[src/hw/dram_mode_config_params.svh]
`ifndef DRAM_MODE_CONFIG_PARAMS_SVH
`define DRAM_MODE_CONFIG_PARAMS_SVH

// ----------------------------------------------------------------------------
// Timing configuration register fields
// ----------------------------------------------------------------------------
`define CFG_PAGE_SIZE_LSB 0
`define CFG_PAGE_SIZE_MSB 1
`define CFG_INTERLEAVE_BIT 2
`define CFG_NEAR_OVERRIDE_BIT 3
`define CFG_ROW_COL_DELAY_BIT 4
`define CFG_RESET_VALUE 16'h0000

// ----------------------------------------------------------------------------
// Page size encodings
// ----------------------------------------------------------------------------
`define PAGE_256K 2'h0
`define PAGE_1M 2'h1

// ----------------------------------------------------------------------------
// Access timeline, in half cycles of the processor bus clock
// ----------------------------------------------------------------------------
`define COL_ADDR_STEP_FAST 4'h1
`define COL_ADDR_STEP_SLOW 4'h3
`define COL_STROBE_STEP_FAST 4'h2
`define COL_STROBE_STEP_SLOW 4'h4
`define READ_STROBE_HALVES 4'h3
`define NEAR_WRITE_FAST_HALVES 4'h4
`define NEAR_WRITE_SLOW_HALVES 4'h6

`endif

[src/hw/dram_mode_config_pkg.sv]
`default_nettype none

package dram_mode_config_pkg;

  // Processor bus pins after synchronisation
  typedef struct packed {
    logic [25:0] ad;
    logic ale;
    logic rd_n;
    logic wr_n;
    logic near_write_hint_n;
    logic cs_n;
    logic msel_n;
    logic [3:0] byte_en_n;
  } cpu_bus_t;

  // Access sequencer states
  typedef enum logic [3:0] {
    S_IDLE = 4'b0001,
    S_ACCESS = 4'b0010,
    S_MODE = 4'b0100,
    S_END = 4'b1000
  } seq_state_t;

endpackage

`default_nettype wire

[src/hw/dram_mode_config_datapath.sv]
// Operation
// Decodes 64 MByte space; acts only while its chip select is asserted.
// One direction output steers every data transceiver together.
// Four active-low lane enables, one per byte-lane buffer.
// Path select steers exchangers; one latch enable drives both latches.
// Two-bit page size picks device size; 00 means 256K x 4.
// Interleave bit picks interleaving and buffer type; 0 is plain.
// Override set: ignore near hint, writes take three cycles, else two.
// Row-to-column delay in cycles; setting 0 gives one cycle.
// Setting 0: address turns to column half a cycle after row strobe.
// Reads negate column strobes on the edge where data is sampled.
// Column strobe lasts at least one and a half cycles.
// Processor keeps clock period regular; only phase widths vary.
// Mode write value arrives on low sixteen address/data lines.
// Decoder asserts chip and mode select for mode writes only.
// Access address is captured with the address latch enable strobe.
// Configuration holds between writes; new values apply to later accesses.
`include "dram_mode_config_params.svh"
`default_nettype none

module dram_mode_config_datapath (
  // Clock and reset
  input wire logic clk_sys,
  input wire logic srst,
  // Processor bus pins
  input wire logic [25:0] ad,
  input wire logic ale,
  input wire logic rd_n,
  input wire logic wr_n,
  input wire logic near_write_hint_n,
  input wire logic cs_n,
  input wire logic msel_n,
  input wire logic [3:0] byte_en_n,
  output logic ack_n,
  // DRAM side
  output logic row_strobe_n,
  output logic [3:0] col_strobe_n,
  output logic write_strobe_n,
  output logic [10:0] dram_address_out,
  // Data path
  output logic buffer_transmit,
  output logic [3:0] byte_lane_buffer_enable_n,
  output logic path_select,
  output logic exchanger_latch_enable
);

  // --------------------------------------------------------------------------
  // Helpers
  // --------------------------------------------------------------------------

  // Row or column slice of the word address for the chosen device size
  function automatic logic [10:0] dram_addr(input logic [23:0] word, input logic [1:0] size,
                                            input logic col);
    logic [10:0] r;
    begin
      unique case (size)
        `PAGE_256K: r = col ? {2'h0, word[8:0]} : {2'h0, word[17:9]};
        `PAGE_1M: r = col ? {1'h0, word[9:0]} : {1'h0, word[19:10]};
        default: r = col ? word[10:0] : word[21:11];
      endcase
      return r;
    end
  endfunction

  // --------------------------------------------------------------------------
  // Pin synchronisers
  // --------------------------------------------------------------------------
  dram_mode_config_pkg::cpu_bus_t pin_meta;
  dram_mode_config_pkg::cpu_bus_t pin;

  // Two stages: the bus pins are asynchronous to clk_sys
  always_ff @(posedge clk_sys) begin
    pin_meta <= '{ad: ad, ale: ale, rd_n: rd_n, wr_n: wr_n,
                  near_write_hint_n: near_write_hint_n, cs_n: cs_n, msel_n: msel_n,
                  byte_en_n: byte_en_n};
    pin <= pin_meta;
  end

  // --------------------------------------------------------------------------
  // Address capture
  // --------------------------------------------------------------------------
  logic [25:0] addr_q;
  logic [3:0] lanes_q;
  logic selected;
  logic mode_target;

  // Latch address and selects while the strobe is high; the last value stands
  always_ff @(posedge clk_sys) begin
    if (srst) begin
      addr_q <= 26'h0000000;
      lanes_q <= 4'hF;
      selected <= 1'b0;
      mode_target <= 1'b0;
    end else if (pin.ale) begin
      addr_q <= pin.ad;
      lanes_q <= pin.byte_en_n;
      selected <= ~pin.cs_n;
      mode_target <= ~pin.cs_n & ~pin.msel_n;
    end
  end

  // --------------------------------------------------------------------------
  // Timing configuration register
  // --------------------------------------------------------------------------
  logic [15:0] timing_configuration;
  logic [15:0] mode_data;
  dram_mode_config_pkg::seq_state_t state;

  // Track data lines during the write; store when the write strobe lifts
  always_ff @(posedge clk_sys) begin
    if (srst) begin
      mode_data <= `CFG_RESET_VALUE;
      timing_configuration <= `CFG_RESET_VALUE;
    end else if (state == dram_mode_config_pkg::S_MODE) begin
      if (!pin.wr_n) begin
        mode_data <= pin.ad[15:0];
      end else begin
        timing_configuration <= mode_data;
      end
    end
  end

  // --------------------------------------------------------------------------
  // Access sequencer
  // --------------------------------------------------------------------------
  logic [3:0] step;
  logic is_write;
  logic fast_write;
  logic [1:0] page_size_field;
  logic interleave;
  logic row_col_delay_sel;
  logic [3:0] col_addr_step;
  logic [3:0] col_step;
  logic [3:0] end_step;
  logic start_access;
  logic start_mode;

  // Snapshot of the fields so a mode write never disturbs a running access
  assign col_addr_step = row_col_delay_sel ? `COL_ADDR_STEP_SLOW : `COL_ADDR_STEP_FAST;
  assign col_step = row_col_delay_sel ? `COL_STROBE_STEP_SLOW : `COL_STROBE_STEP_FAST;
  assign end_step = col_step + (!is_write ? `READ_STROBE_HALVES :
                    (fast_write ? `NEAR_WRITE_FAST_HALVES : `NEAR_WRITE_SLOW_HALVES));
  assign start_access = selected & ~mode_target & ~pin.ale & (~pin.rd_n | ~pin.wr_n);
  assign start_mode = mode_target & ~pin.ale & ~pin.wr_n;

  // State and half-cycle step counter; each clk_sys edge is one bus half cycle
  always_ff @(posedge clk_sys) begin
    if (srst) begin
      state <= dram_mode_config_pkg::S_IDLE;
      step <= 4'h0;
    end else begin
      unique case (state)
        dram_mode_config_pkg::S_IDLE: begin
          step <= 4'h0;
          if (start_mode) begin
            state <= dram_mode_config_pkg::S_MODE;
          end else if (start_access) begin
            state <= dram_mode_config_pkg::S_ACCESS;
          end
        end
        dram_mode_config_pkg::S_ACCESS: begin
          step <= step + 4'h1;
          if (step == end_step) begin
            state <= dram_mode_config_pkg::S_END;
          end
        end
        dram_mode_config_pkg::S_MODE: begin
          if (pin.wr_n) begin
            state <= dram_mode_config_pkg::S_END;
          end
        end
        dram_mode_config_pkg::S_END: begin
          if (pin.rd_n & pin.wr_n) begin
            state <= dram_mode_config_pkg::S_IDLE;
          end
        end
      endcase
    end
  end

  // Fields and access kind are frozen at access start
  always_ff @(posedge clk_sys) begin
    if (srst) begin
      is_write <= 1'b0;
      fast_write <= 1'b0;
      page_size_field <= `PAGE_256K;
      interleave <= 1'b0;
      row_col_delay_sel <= 1'b0;
    end else if (state == dram_mode_config_pkg::S_IDLE && start_access) begin
      is_write <= ~pin.wr_n;
      // Hint is honoured only while the override is clear
      fast_write <= ~pin.near_write_hint_n &
                    ~timing_configuration[`CFG_NEAR_OVERRIDE_BIT];
      page_size_field <= timing_configuration[`CFG_PAGE_SIZE_MSB:`CFG_PAGE_SIZE_LSB];
      interleave <= timing_configuration[`CFG_INTERLEAVE_BIT];
      row_col_delay_sel <= timing_configuration[`CFG_ROW_COL_DELAY_BIT];
    end
  end

  // --------------------------------------------------------------------------
  // DRAM strobes and address
  // --------------------------------------------------------------------------
  logic in_access;
  logic col_phase;
  logic addr_col;

  assign in_access = (state == dram_mode_config_pkg::S_ACCESS);
  // Outputs are registered one edge after the step, so compare the step itself
  assign col_phase = in_access & (step >= col_step) & (step != end_step);
  assign addr_col = in_access & (step >= col_addr_step);

  // Registered strobes; column strobe is released (rises) on the same edge as the ack falls
  always_ff @(posedge clk_sys) begin
    if (srst) begin
      row_strobe_n <= 1'b1;
      col_strobe_n <= 4'hF;
      write_strobe_n <= 1'b1;
      ack_n <= 1'b1;
      dram_address_out <= 11'h000;
    end else begin
      row_strobe_n <= ~(in_access & (step != end_step));
      col_strobe_n <= col_phase ? lanes_q : 4'hF;
      write_strobe_n <= ~(col_phase & is_write);
      ack_n <= ~(in_access & (step == end_step));
      dram_address_out <= dram_addr(addr_q[25:2], page_size_field, addr_col);
    end
  end

  // --------------------------------------------------------------------------
  // Data path control
  // --------------------------------------------------------------------------

  // Buffers stay open across the whole access so read data flows straight through
  always_ff @(posedge clk_sys) begin
    if (srst) begin
      buffer_transmit <= 1'b0;
      byte_lane_buffer_enable_n <= 4'hF;
      path_select <= 1'b0;
      exchanger_latch_enable <= 1'b1;
    end else begin
      buffer_transmit <= in_access & is_write;
      byte_lane_buffer_enable_n <= in_access ? lanes_q : 4'hF;
      // Non-interleaved plain transceivers ignore these two outputs
      path_select <= interleave & addr_q[2];
      exchanger_latch_enable <= ~(in_access & is_write & interleave & col_phase);
    end
  end

endmodule

`default_nettype wire

[config.mk]
export PLATFORM = sky130hd
export DESIGN_NAME = dram_mode_config_datapath
export DESIGN_NICKNAME = d
export VERILOG_FILES = /design/src/hw/dram_mode_config_pkg.sv /design/src/hw/dram_mode_config_datapath.sv
export VERILOG_INCLUDE_DIRS = /design/src /design/src/hw
export SDC_FILE = /design/constraint.sdc
export NUM_CORES = 1
export LEC_CHECK = 0
export BUFFER_PORTS_ARGS = -buffer_cell sky130_fd_sc_hd__buf_2
export CORE_MARGIN = 2
export CORE_UTILIZATION = 56
export DETAILED_ROUTE_END_ITERATION = 7
export PLACE_DENSITY = 0.82
export SYNTH_ARGS = -nofsm -noshare
export SYNTH_HDL_FRONTEND = slang
export SYNTH_SLANG_ARGS = --single-unit
[constraint.sdc]
create_clock -name clk_sys -period 3.2 [get_ports clk_sys]
set_clock_uncertainty 0.15 [all_clocks]
set_input_delay 0.8 -clock clk_sys [delete_from_list [all_inputs] [get_ports clk_sys]]
set_output_delay 0.8 -clock clk_sys [all_outputs]
set_load 0.1 [all_outputs]
== Yosys cells after proc, flatten, opt, wreduce, memory -nomap -nowiden ==
Index checks and enable logic that the tools add are counted.

* Input bits: 38
* Register bits after elaboration: 147
* Output and inout bits: 25
* Logic and storage cells: 109

* Bitwise logic cells: 33
* $add $sub $neg: 2
* Reductions and logical operators: 8
* Equality and inequality tests: 11
* Muxes and demuxes: 15
* $lt $le $gt $ge: 2

{| class="wikitable"
|+ Operators with widths
! operator !! count
|-
| $pmux W11 S2 || 1
|-
| $mux W4 || 5
|-
| $and A1 B1 Y1 || 18
|-
| $pmux W4 S4 || 1
|-
| $not A1 Y1 || 14
|-
| $mux W11 || 1
|-
| $mux W10 || 1
|-
| $mux W9 || 1
|-
| $pmux W4 S2 || 1
|-
| $mux W3 || 2
|-
| $add A3 B3 Y4 || 1
|-
| $add A4 B1 Y4 const B || 1
|-
| $eq A4 B1 Y1 const B || 1
|-
| $eq A4 B2 Y1 const B || 1
|-
| $eq A4 B3 Y1 const B || 1
|-
| $eq A4 B4 Y1 || 1
|-
| $eq A4 B4 Y1 const B || 1
|-
| $ge A4 B2 Y1 || 1
|-
| $ge A4 B3 Y1 || 1
|-
| $mux W2 || 2
|-
| $ne A2 B2 Y1 const B || 2
|-
| $ne A4 B4 Y1 || 1
|-
| $reduce_and A2 Y1 || 2
|-
| $reduce_and A4 Y1 || 1
|-
| other kinds (8) || 9
|}

== Longest topological paths before layout ==
Gate-level depths: netlist of the first run.

* Depth in word-level cells: 7
* Depth in mapped cells: 9
* Gate-level depth less buffers: 9

== Worst setup path after synthesis of the first run ==
Ideal clock, no wire load.

* Kind: reg-to-reg
* Start: register row_col_delay_sel
* End: register state[2]
* Setup time: 117 ps
* Path slack: 906 ps
* Data required time: 2,933 ps
* Arrival time: 2,027 ps
* Cell stages (with the launch flop): 9
* Path buffers: 0
* Period minus slack after synthesis: 2,294 ps
* Path through: dfxtp_1 -> inv_1 -> ha_1 -> inv_1 -> fa_1 -> xnor2_1 -> o41ai_1 -> o311ai_2 -> a32o_1

* Cells in the longest elaborated chain, start to end: 5

{| class="wikitable"
|+ RTL lines
! what !! line !! RTL
|-
| start, declared || dram_mode_config_datapath.sv:131 || <nowiki>logic row_col_delay_sel;</nowiki>
|-
| start signal, assigned || dram_mode_config_datapath.sv:196 || <nowiki>row_col_delay_sel <= timing_configuration[`CFG_ROW_COL_DELAY_BIT];</nowiki>
|-
| $mux W3 (no line) || n/a ||
|-
| $add A3 B3 Y4 || dram_mode_config_datapath.sv:141 || <nowiki>assign end_step = col_step + (!is_write ? `READ_STROBE_HALVES :</nowiki>
|-
| $eq A4 B4 Y1 || dram_mode_config_datapath.sv:163 || <nowiki>if (step == end_step) begin</nowiki>
|-
| $ne A2 B1 Y1 (no line) || n/a ||
|-
| $reduce_and A4 Y1 (no line) || n/a ||
|-
| end signal, assigned || dram_mode_config_datapath.sv:149 || <nowiki>state <= dram_mode_config_pkg::S_IDLE;</nowiki>
|-
| end signal, assigned || dram_mode_config_datapath.sv:164 || <nowiki>state <= dram_mode_config_pkg::S_END;</nowiki>
|-
| end signal, assigned || dram_mode_config_datapath.sv:169 || <nowiki>state <= dram_mode_config_pkg::S_END;</nowiki>
|-
| end, declared || dram_mode_config_datapath.sv:107 || <nowiki>dram_mode_config_pkg::seq_state_t state;</nowiki>
|}

No other way between the ends.
A chain may end at the register's enable or synchronous reset.

== Final worst setup path of the first run ==
* Start: register state[1]
* End: register dram_address_out[9]

* Cells in the longest elaborated chain, start to end: 4
* Elaborated cells between the ends (all ways): 5
* Those cells by class: eq/ne (1); mux (3); bitwise (1)

{| class="wikitable"
|+ RTL lines
! what !! line !! RTL
|-
| start signal, assigned || dram_mode_config_datapath.sv:149 ||
|-
| start signal, assigned || dram_mode_config_datapath.sv:156 || <nowiki>state <= dram_mode_config_pkg::S_MODE;</nowiki>
|-
| start signal, assigned || dram_mode_config_datapath.sv:158 || <nowiki>state <= dram_mode_config_pkg::S_ACCESS;</nowiki>
|-
| $eq A4 B2 Y1 (*) || dram_mode_config_datapath.sv:207 || <nowiki>assign in_access = (state == dram_mode_config_pkg::S_ACCESS);</nowiki>
|-
| $and A1 B1 Y1 (*) || dram_mode_config_datapath.sv:210 || <nowiki>assign addr_col = in_access & (step >= col_addr_step);</nowiki>
|-
| $mux W11 or $mux W10 (tied branches) || dram_mode_config_datapath.sv:59, dram_mode_config_datapath.sv:58 ||
|-
| $pmux W11 S2 (*) || dram_mode_config_datapath.sv:56 || <nowiki>unique case (size)</nowiki>
|-
| end signal, assigned || dram_mode_config_datapath.sv:225 || <nowiki>dram_address_out <= dram_addr(addr_q[25:2], page_size_field, addr_col);</nowiki>
|-
| end, declared || dram_mode_config_datapath.sv:39 || <nowiki>output logic [10:0] dram_address_out,</nowiki>
|}

Every way passes the cells marked *; elsewhere a longest branch is shown, timed or not.

==> results of run 1 <==
[per-layer routing]
metal | wire length [um] | vias to the layer above | GRT usage (%)
met5 | 0 | - | 0
met4 | 160 | 0 | 8.816
met3 | 383 | 16 | 7.422
met2 | 4316 | 80 | 35.89
met1 | 3680 | 1413 | 24.71
li1 | - | 1467 | -
[registers in the layout (all words and copies together) (netlist names), 2 cells and up]
| name | flops |
|---|---|
| page_size_field | 2 |
| addr_q | 22 |
| state | 4 |
| col_strobe_n | 4 |
| timing_configuration | 5 |
| lanes_q | 4 |
| dram_address_out | 11 |
| step | 4 |
| byte_lane_buffer_enable_n | 4 |
| pin_meta | 34 |
| mode_data | 5 |
| pin | 34 |
[area by class of cell]
| type | instances | area (sq um) | area share (%) |
|---|---|---|---|
| sequential | 145 | 2904 | 52.17 |
| multi-input combinational | 219 | 1535 | 27.58 |
| clock buffer | 21 | 459.2 | 8.249 |
| timing repair buffer | 65 | 337.8 | 6.069 |
| clock inverter | 11 | 176.4 | 3.169 |
| tap | 102 | 127.6 | 2.293 |
| inverter | 7 | 26.28 | 0.4720 |
[metrics by stage]
step	instance area (sq um)	setup WS, ns	hold slack (ns)
2_1_floorplan	4572	0.9058	0.1596
3_3_place_gp	4931	0.6882	0.1606
3_5_place_dp	4931	0.6363	0.1621
4_1_cts	5567	0.5838	0.1714
5_1_grt	5567	0.3854	0.1764
6_report	5567	0.5662	0.1739
[cells in the mapped netlist (all sizes together), types with 2 or more instances]
cell | number | share of area [%]
nand3 | 8 | 1.1
a31oi | 2 | 0.27
xnor2 | 4 | 0.77
o21ai | 11 | 1.2
mux2 | 2 | 0.49
o31ai | 2 | 0.33
nand4b | 2 | 0.38
or2 | 4 | 0.55
inv | 6 | 0.49
dfxtp | 145 | 63
buf | 8 | 1.4
nand2b | 5 | 0.68
or3 | 4 | 0.55
a211oi | 5 | 0.82
nor2 | 56 | 4.6
a21oi | 6 | 0.66
xor2 | 2 | 0.38
clkbuf | 12 | 0.99
ha | 5 | 1.4
nand3b | 2 | 0.33
nand2 | 15 | 1.2
o311ai | 3 | 0.74
mux2i | 57 | 12
nor4b | 3 | 1.0
nor2b | 3 | 0.41
nor3 | 5 | 0.55
[kinds of logic (layout without fill, tap and decap cells)]
family | after synthesis | in the layout
compound gates | 36 | 36
xor+xnor | 6 | 6
fa+ha+maj | 6 | 6
buf+inv | 27 | 104
flops | 145 | 145
mux | 59 | 59
simple gates | 112 | 112
[critical path, cell delays in order (launching register included)]
cell	delay [ns]
dfxtp_1	0.60
nor4b_4	0.27
buf_4	0.19
o41a_1	0.62
buf_4	0.28
o21ai_0	0.09
a211oi_1	0.31
[path summary, 6_finish.rpt]
check | from | end
worst max register to register | state[1] | dram_address_out[9]
worst min-delay path | pin_meta[1] | pin[1]
worst min register to register | pin_meta[1] | pin[1]
worst max-delay path | state[1] | dram_address_out[9]
[power by group through the flow]
stage | combinational, mW | clock, mW | sequential, mW
final | 0.328 | 2.07 | 1.98
after global routing | 0.351 | 2.20 | 1.99
after CTS | 0.329 | 2.10 | 1.98
after detailed placement | 0.319 | 0 | 2.01
after global placement | 0.306 | 0 | 2.01
after floorplan | 0.214 | 0 | 2.04
==> metrics.cfg, run 1 <==
[run_status]
status=finished, final reports clean

[critical_path]
arrival_ns=2.91
setup.worst_path.end_class=flop
reg2regPathDepth=6
reg2reg_setup_slack_ns=0.57
setup.worst_path.class=reg2reg
start_kind=flop
critPathRequiredTime_ns=3.47
critPathMaxFanout=14

[min_path]
min_path_type=reg2reg
min_delay_path_depth=0

[drt]
vias=2976
remaining_drc_errors=0
avgViaCountPerCell=5.221
avgRoutedWirePerCell_um=14.98
first_iter_violations=158
drt-pass1-iter-count=4
wirelength_um=8540
drtAntennaViolNets=0

[synthesis]
syn_inst=391
synthArstFlopShare_pct=0
synth_top_family_by_area=multiplexers
synth-seq-area-share_pct=63.49
syn_avg_cell_area_sq_um=11.69
synth_edf_count=0
ys.flop_type=dfxtp_1
yosysUniqueCellTypes=47
synth_fp_nets=435
synth_fa_ha_area_share_pct=1.806
yosys_warnings=0
synth_compound_area_share_pct=5.391
synth-seq-cells=145
synthSimpleGateAreaFrac_pct=12.26
synth_xor_area_share_pct=1.149
muxShareOfSynthArea_pct=12.97
syn_area_sq_um=4572

[placement]
numPortBuffers=60
place_hpwl_um=5224
place_congestion=0.7952
post-place-cells=538

[clock_tree]
ctsResizeCount=0
cts.sinks=145
clock_latency_ns=0.53
clk_pin_slew_worst_paths_ns=0.06
clock_tree.buffer_depth=2
cts-root-buf=clkbuf_8
cts_tree=built
htreeDepth=4
cts_buffers=17
postCtsSetupRepairBufs=0
ctsHoldBuffers=0

[timing]
setup_viol=0
timing.final.crit_period_ns=2.634
tightest_slew_ns=0.7060
finalMaxSlewViolations=0
hold_viol_final=0
rsz0062_at_grt=false
slew_headroom_pct=52.93
fin_tns_setup_ns=0
fmax_ghz=0.3797
finalCritPeriodShare_pct=82.31

[power]
cell_internal_pwr_mw=3.356
p_per_area_nw_per_um2=786.0
swShare_pct=23.30
peakVddDrop_uv=404.5
power_mw=4.376
combPwrFrac_pct=7.5
switching_power_mw=1.020
clkPwrFrac_pct=47.3
power_frac_seq_pct=45.2
leakagePower_nw=2.348

[die]
die_area_sq_um=8903
initial_core_util_pct=58.56
pin_count=63
die_w_um=94.36
die_h_um=94.36
rows=32
coreArea_sq_um=7807

[final_layout]
syn2layout_area_growth_pct=21.76
drive_above_1_share_pct=22.44
fillerInstances=526
fin_cells=570
diodes=0
final_core_util_pct=71.30
final_cell_mix=144 x dfxtp_1, 60 x buf_2, 57 x mux2i_1, 56 x nor2_1, 16 x clkbuf_16
layout_commonest_cell=dfxtp_1
nNetsFinal=499

[global_route]
grt_pass1_wl_um=14140
gr-total-overflow=0
antenna_found_initial=0
grt_use_total_pct=21.26
grt_start_max_net_pins=58
grt_pass1_vias=2977

[run]
drv_cap=0

Note: power is estimated with default switching activity, not from simulation.
==> run 2: changes to the inputs <==
--- a/config.mk
+++ b/config.mk
@@ -6,6 +6,7 @@
 export SDC_FILE = /design/constraint.sdc
 export NUM_CORES = 1
 export LEC_CHECK = 0
+export ABC_AREA = 1
 export BUFFER_PORTS_ARGS = -buffer_cell sky130_fd_sc_hd__buf_2
 export CORE_MARGIN = 2
 export CORE_UTILIZATION = 56
==> constraint.sdc (replaced) <==
create_clock -name clk_sys -period 2.7 [get_ports clk_sys]
set_clock_uncertainty 0.15 [all_clocks]
set_input_delay 0.675 -clock clk_sys [delete_from_list [all_inputs] [get_ports clk_sys]]
set_output_delay 0.675 -clock clk_sys [all_outputs]
set_load 0.1 [all_outputs]
==> metrics.cfg, run 2 <==
[clock_tree]
ctsResizeCount=0  ; unchanged
cts-root-buf=clkbuf_8
cts_buffers=17  ; unchanged
cts_tree=built
postCtsSetupRepairBufs=0  ; unchanged
clock_latency_ns=0.52  ; about the same
htreeDepth=4  ; unchanged
clk_pin_slew_worst_paths_ns=0.06  ; about the same
ctsHoldBuffers=0  ; unchanged
clock_tree.buffer_depth=2  ; unchanged
cts.sinks=145  ; unchanged

[synthesis]
syn_area_sq_um=4649  ; +1.7%
ys.flop_type=dfxtp_1
synthArstFlopShare_pct=0  ; unchanged
muxShareOfSynthArea_pct=0  ; -13 points
synth_edf_count=0  ; unchanged
yosysUniqueCellTypes=28  ; -40%
yosys_warnings=0  ; unchanged
synth_fa_ha_area_share_pct=1.776  ; -0.030 points
netlist.area_leader.share_pct=62.43  ; -1.1 points
synth-seq-cells=145  ; unchanged
syn_avg_cell_area_sq_um=8.806  ; -25%
synth.area.top_cells=dfxtp_1 62%, nand2_1 9.4%, o21ai_0 4.6%, inv_1 4.6%, nor2_1 4.3%
synth_compound_area_share_pct=9.715  ; +4.3 points
synth_area_leader_cell=dfxtp_1
syn_inst=528  ; +35%
synth-seq-area-share_pct=62.43  ; -1.1 points
yosysMostFrequentCell=dfxtp_1
synth_xor_area_share_pct=0  ; -1.1 points
yosys-top-cells-count=145 x dfxtp_1, 117 x nand2_1, 57 x inv_1
synthSimpleGateAreaFrac_pct=19.19  ; +6.9 points
synth_fp_nets=572  ; +31%
synth_top_family_by_area=simple AND/OR/NAND/NOR gates

[critical_path]
critPathRequiredTime_ns=2.96  ; -0.51 ns
max_stage_delay_ns=0.52  ; -0.10 ns
setup.worst_path.end_class=flop
arrival_ns=2.54  ; -0.37 ns
cp_slowest_cell=fa_1
critPathMaxFanout=6  ; -8
start_kind=flop
worstPathCellList=inv_1, ha_1, inv_1, fa_1, nand2_1, inv_1, nor2_1, nand2_1, nor2_1, nor2_1, nand2_1, nor2_2, nand2_1
cp_common_cell=nand2_1
setup.worst_path.class=reg2reg

[timing]
fin_tns_setup_ns=0  ; unchanged
slew_headroom_pct=52.36  ; -0.57 points
timing.final.crit_period_ns=2.281  ; -0.3533 ns
worst_slack_ns=0.4194  ; -0.1467 ns
hold_viol_final=0  ; unchanged
holdWs_ns=0.1039  ; -0.07000 ns
setup_viol=0  ; unchanged
finalCritPeriodShare_pct=84.47  ; +2.2 points
fmax_ghz=0.4385  ; +15%
rsz0062_at_grt=false
tightest_slew_ns=0.7136  ; +0.007572 ns
finalMaxSlewViolations=0  ; unchanged

[drt]
first_iter_violations=288  ; +82%
avgViaCountPerCell=5.011  ; -4.0%
drtAntennaViolNets=0  ; unchanged
vias=3568  ; +20%
remaining_drc_errors=0  ; unchanged
drt-pass1-iter-count=5  ; +1
wirelength_um=8919  ; +4.4%
avgRoutedWirePerCell_um=12.53  ; -16%

[placement]
post-place-cells=680  ; +26%
place_congestion=0.9095  ; +14%
pre_cts_ws_ns=0.4429  ; -0.1935 ns
dpl-instance-area_sq_um=5012  ; +1.6%
numPortBuffers=60  ; unchanged
place_hpwl_um=5636  ; +7.9%

[die]
die_w_um=95.12  ; +0.81%
coreArea_sq_um=8134  ; +4.2%
die_area_sq_um=9048  ; +1.6%
initial_core_util_pct=57.16  ; -1.4 points
rows=33  ; +3.1%
die_h_um=95.12  ; +0.81%
pin_count=63  ; unchanged

[final_layout]
final_core_util_pct=68.19  ; -3.1 points
final_cell_mix=145 x dfxtp_1, 117 x nand2_1, 60 x buf_2, 57 x inv_1, 53 x nor2_1
top_regs=pin (34), pin_meta (34), addr_q (22)
drive_above_1_share_pct=17.30  ; -5.1 points
layout_commonest_cell=dfxtp_1
fin_cells=712  ; +25%
diodes=0  ; unchanged
design_area_sq_um=5547  ; -0.36%
nNetsFinal=638  ; +28%
syn2layout_area_growth_pct=19.29

[global_route]
grt_use_total_pct=21.15  ; -0.11 points
gr-total-overflow=0  ; unchanged
grt_start_max_net_pins=35  ; -40%
antenna_found_initial=0  ; unchanged
grt_pass1_vias=3278  ; +10%
grt_pass1_wl_um=14630  ; +3.5%

[power]
peakVddDrop_uv=571.7  ; +41%
p_per_area_nw_per_um2=899.3  ; +14%
leakagePower_nw=2.614  ; +11%
power_mw=4.988  ; +14%

[min_path]
min_path_type=in2reg

[run_status]
status=finished, final reports clean

[run]
drv_cap=0  ; unchanged

-- run 2: cell count changes after synthesis, sizes merged, moves of 26 or more --
cell and delta:
inv +53, nand3 +26, a21oi +28, mux2i -57, nand2 +103, o21ai +34
-- run 2: per-layer routing --
layer	share of wire [%]	vias to the layer above	GRT usage, %
met1	43	1578	25.09
met3	6.8	25	6.324
li1	-	1806	-
met4	2.5	0	11.35
met2	48	159	34.45
met5	0	-	0
-- run 2: worst max-delay path: cells and delay by family, from the launching register on --
family | cells | cell delay [ns]
and+or+nand+nor | 8 | 0.72
adders and majority gates | 2 | 0.71
DFF | 1 | 0.30
buffers and inverters | 3 | 0.30
-- run 2: path summary, 6_finish.rpt --
path	startpoint	end	slack, ns	cells past startpoint
worst max-delay path	row_col_delay_sel	col_strobe_n[0]	0.42	13
worst min-delay path	ad[2]	pin_meta[12]	0.10	1
worst max register to register	row_col_delay_sel	col_strobe_n[0]	0.42	13
worst min register to register	pin_meta[17]	pin[17]	0.18	0
-- run 2: power breakdown --
part	leakage (nW)	internal, mW	switching (mW)
clock network	0.262	1.15	0.944
logic	1.15	0.153	0.408
registers	1.20	2.26	0.0681
total	2.61	3.57	1.42
-- run 2: cell type report --
class                   count  area (sq um)
repair buffers             64         330.3
flip-flops and latches    145          2903
well taps                 105         131.4
multi-input cells         307          1426
inverters                  59         221.5
fillers                   587          2587
clock buffers              17         414.1
clock inverters            15         120.1
-- run 2: cell families (layout without fill, tap and decap cells) --
logic type,after synthesis,count (layout)
AO/OA/AOI/OAI,86,86
adder cells (fa/ha/maj),6,6
buffers and inverters,76,155
flip-flops,145,145
AND/OR/NAND/NOR,215,215
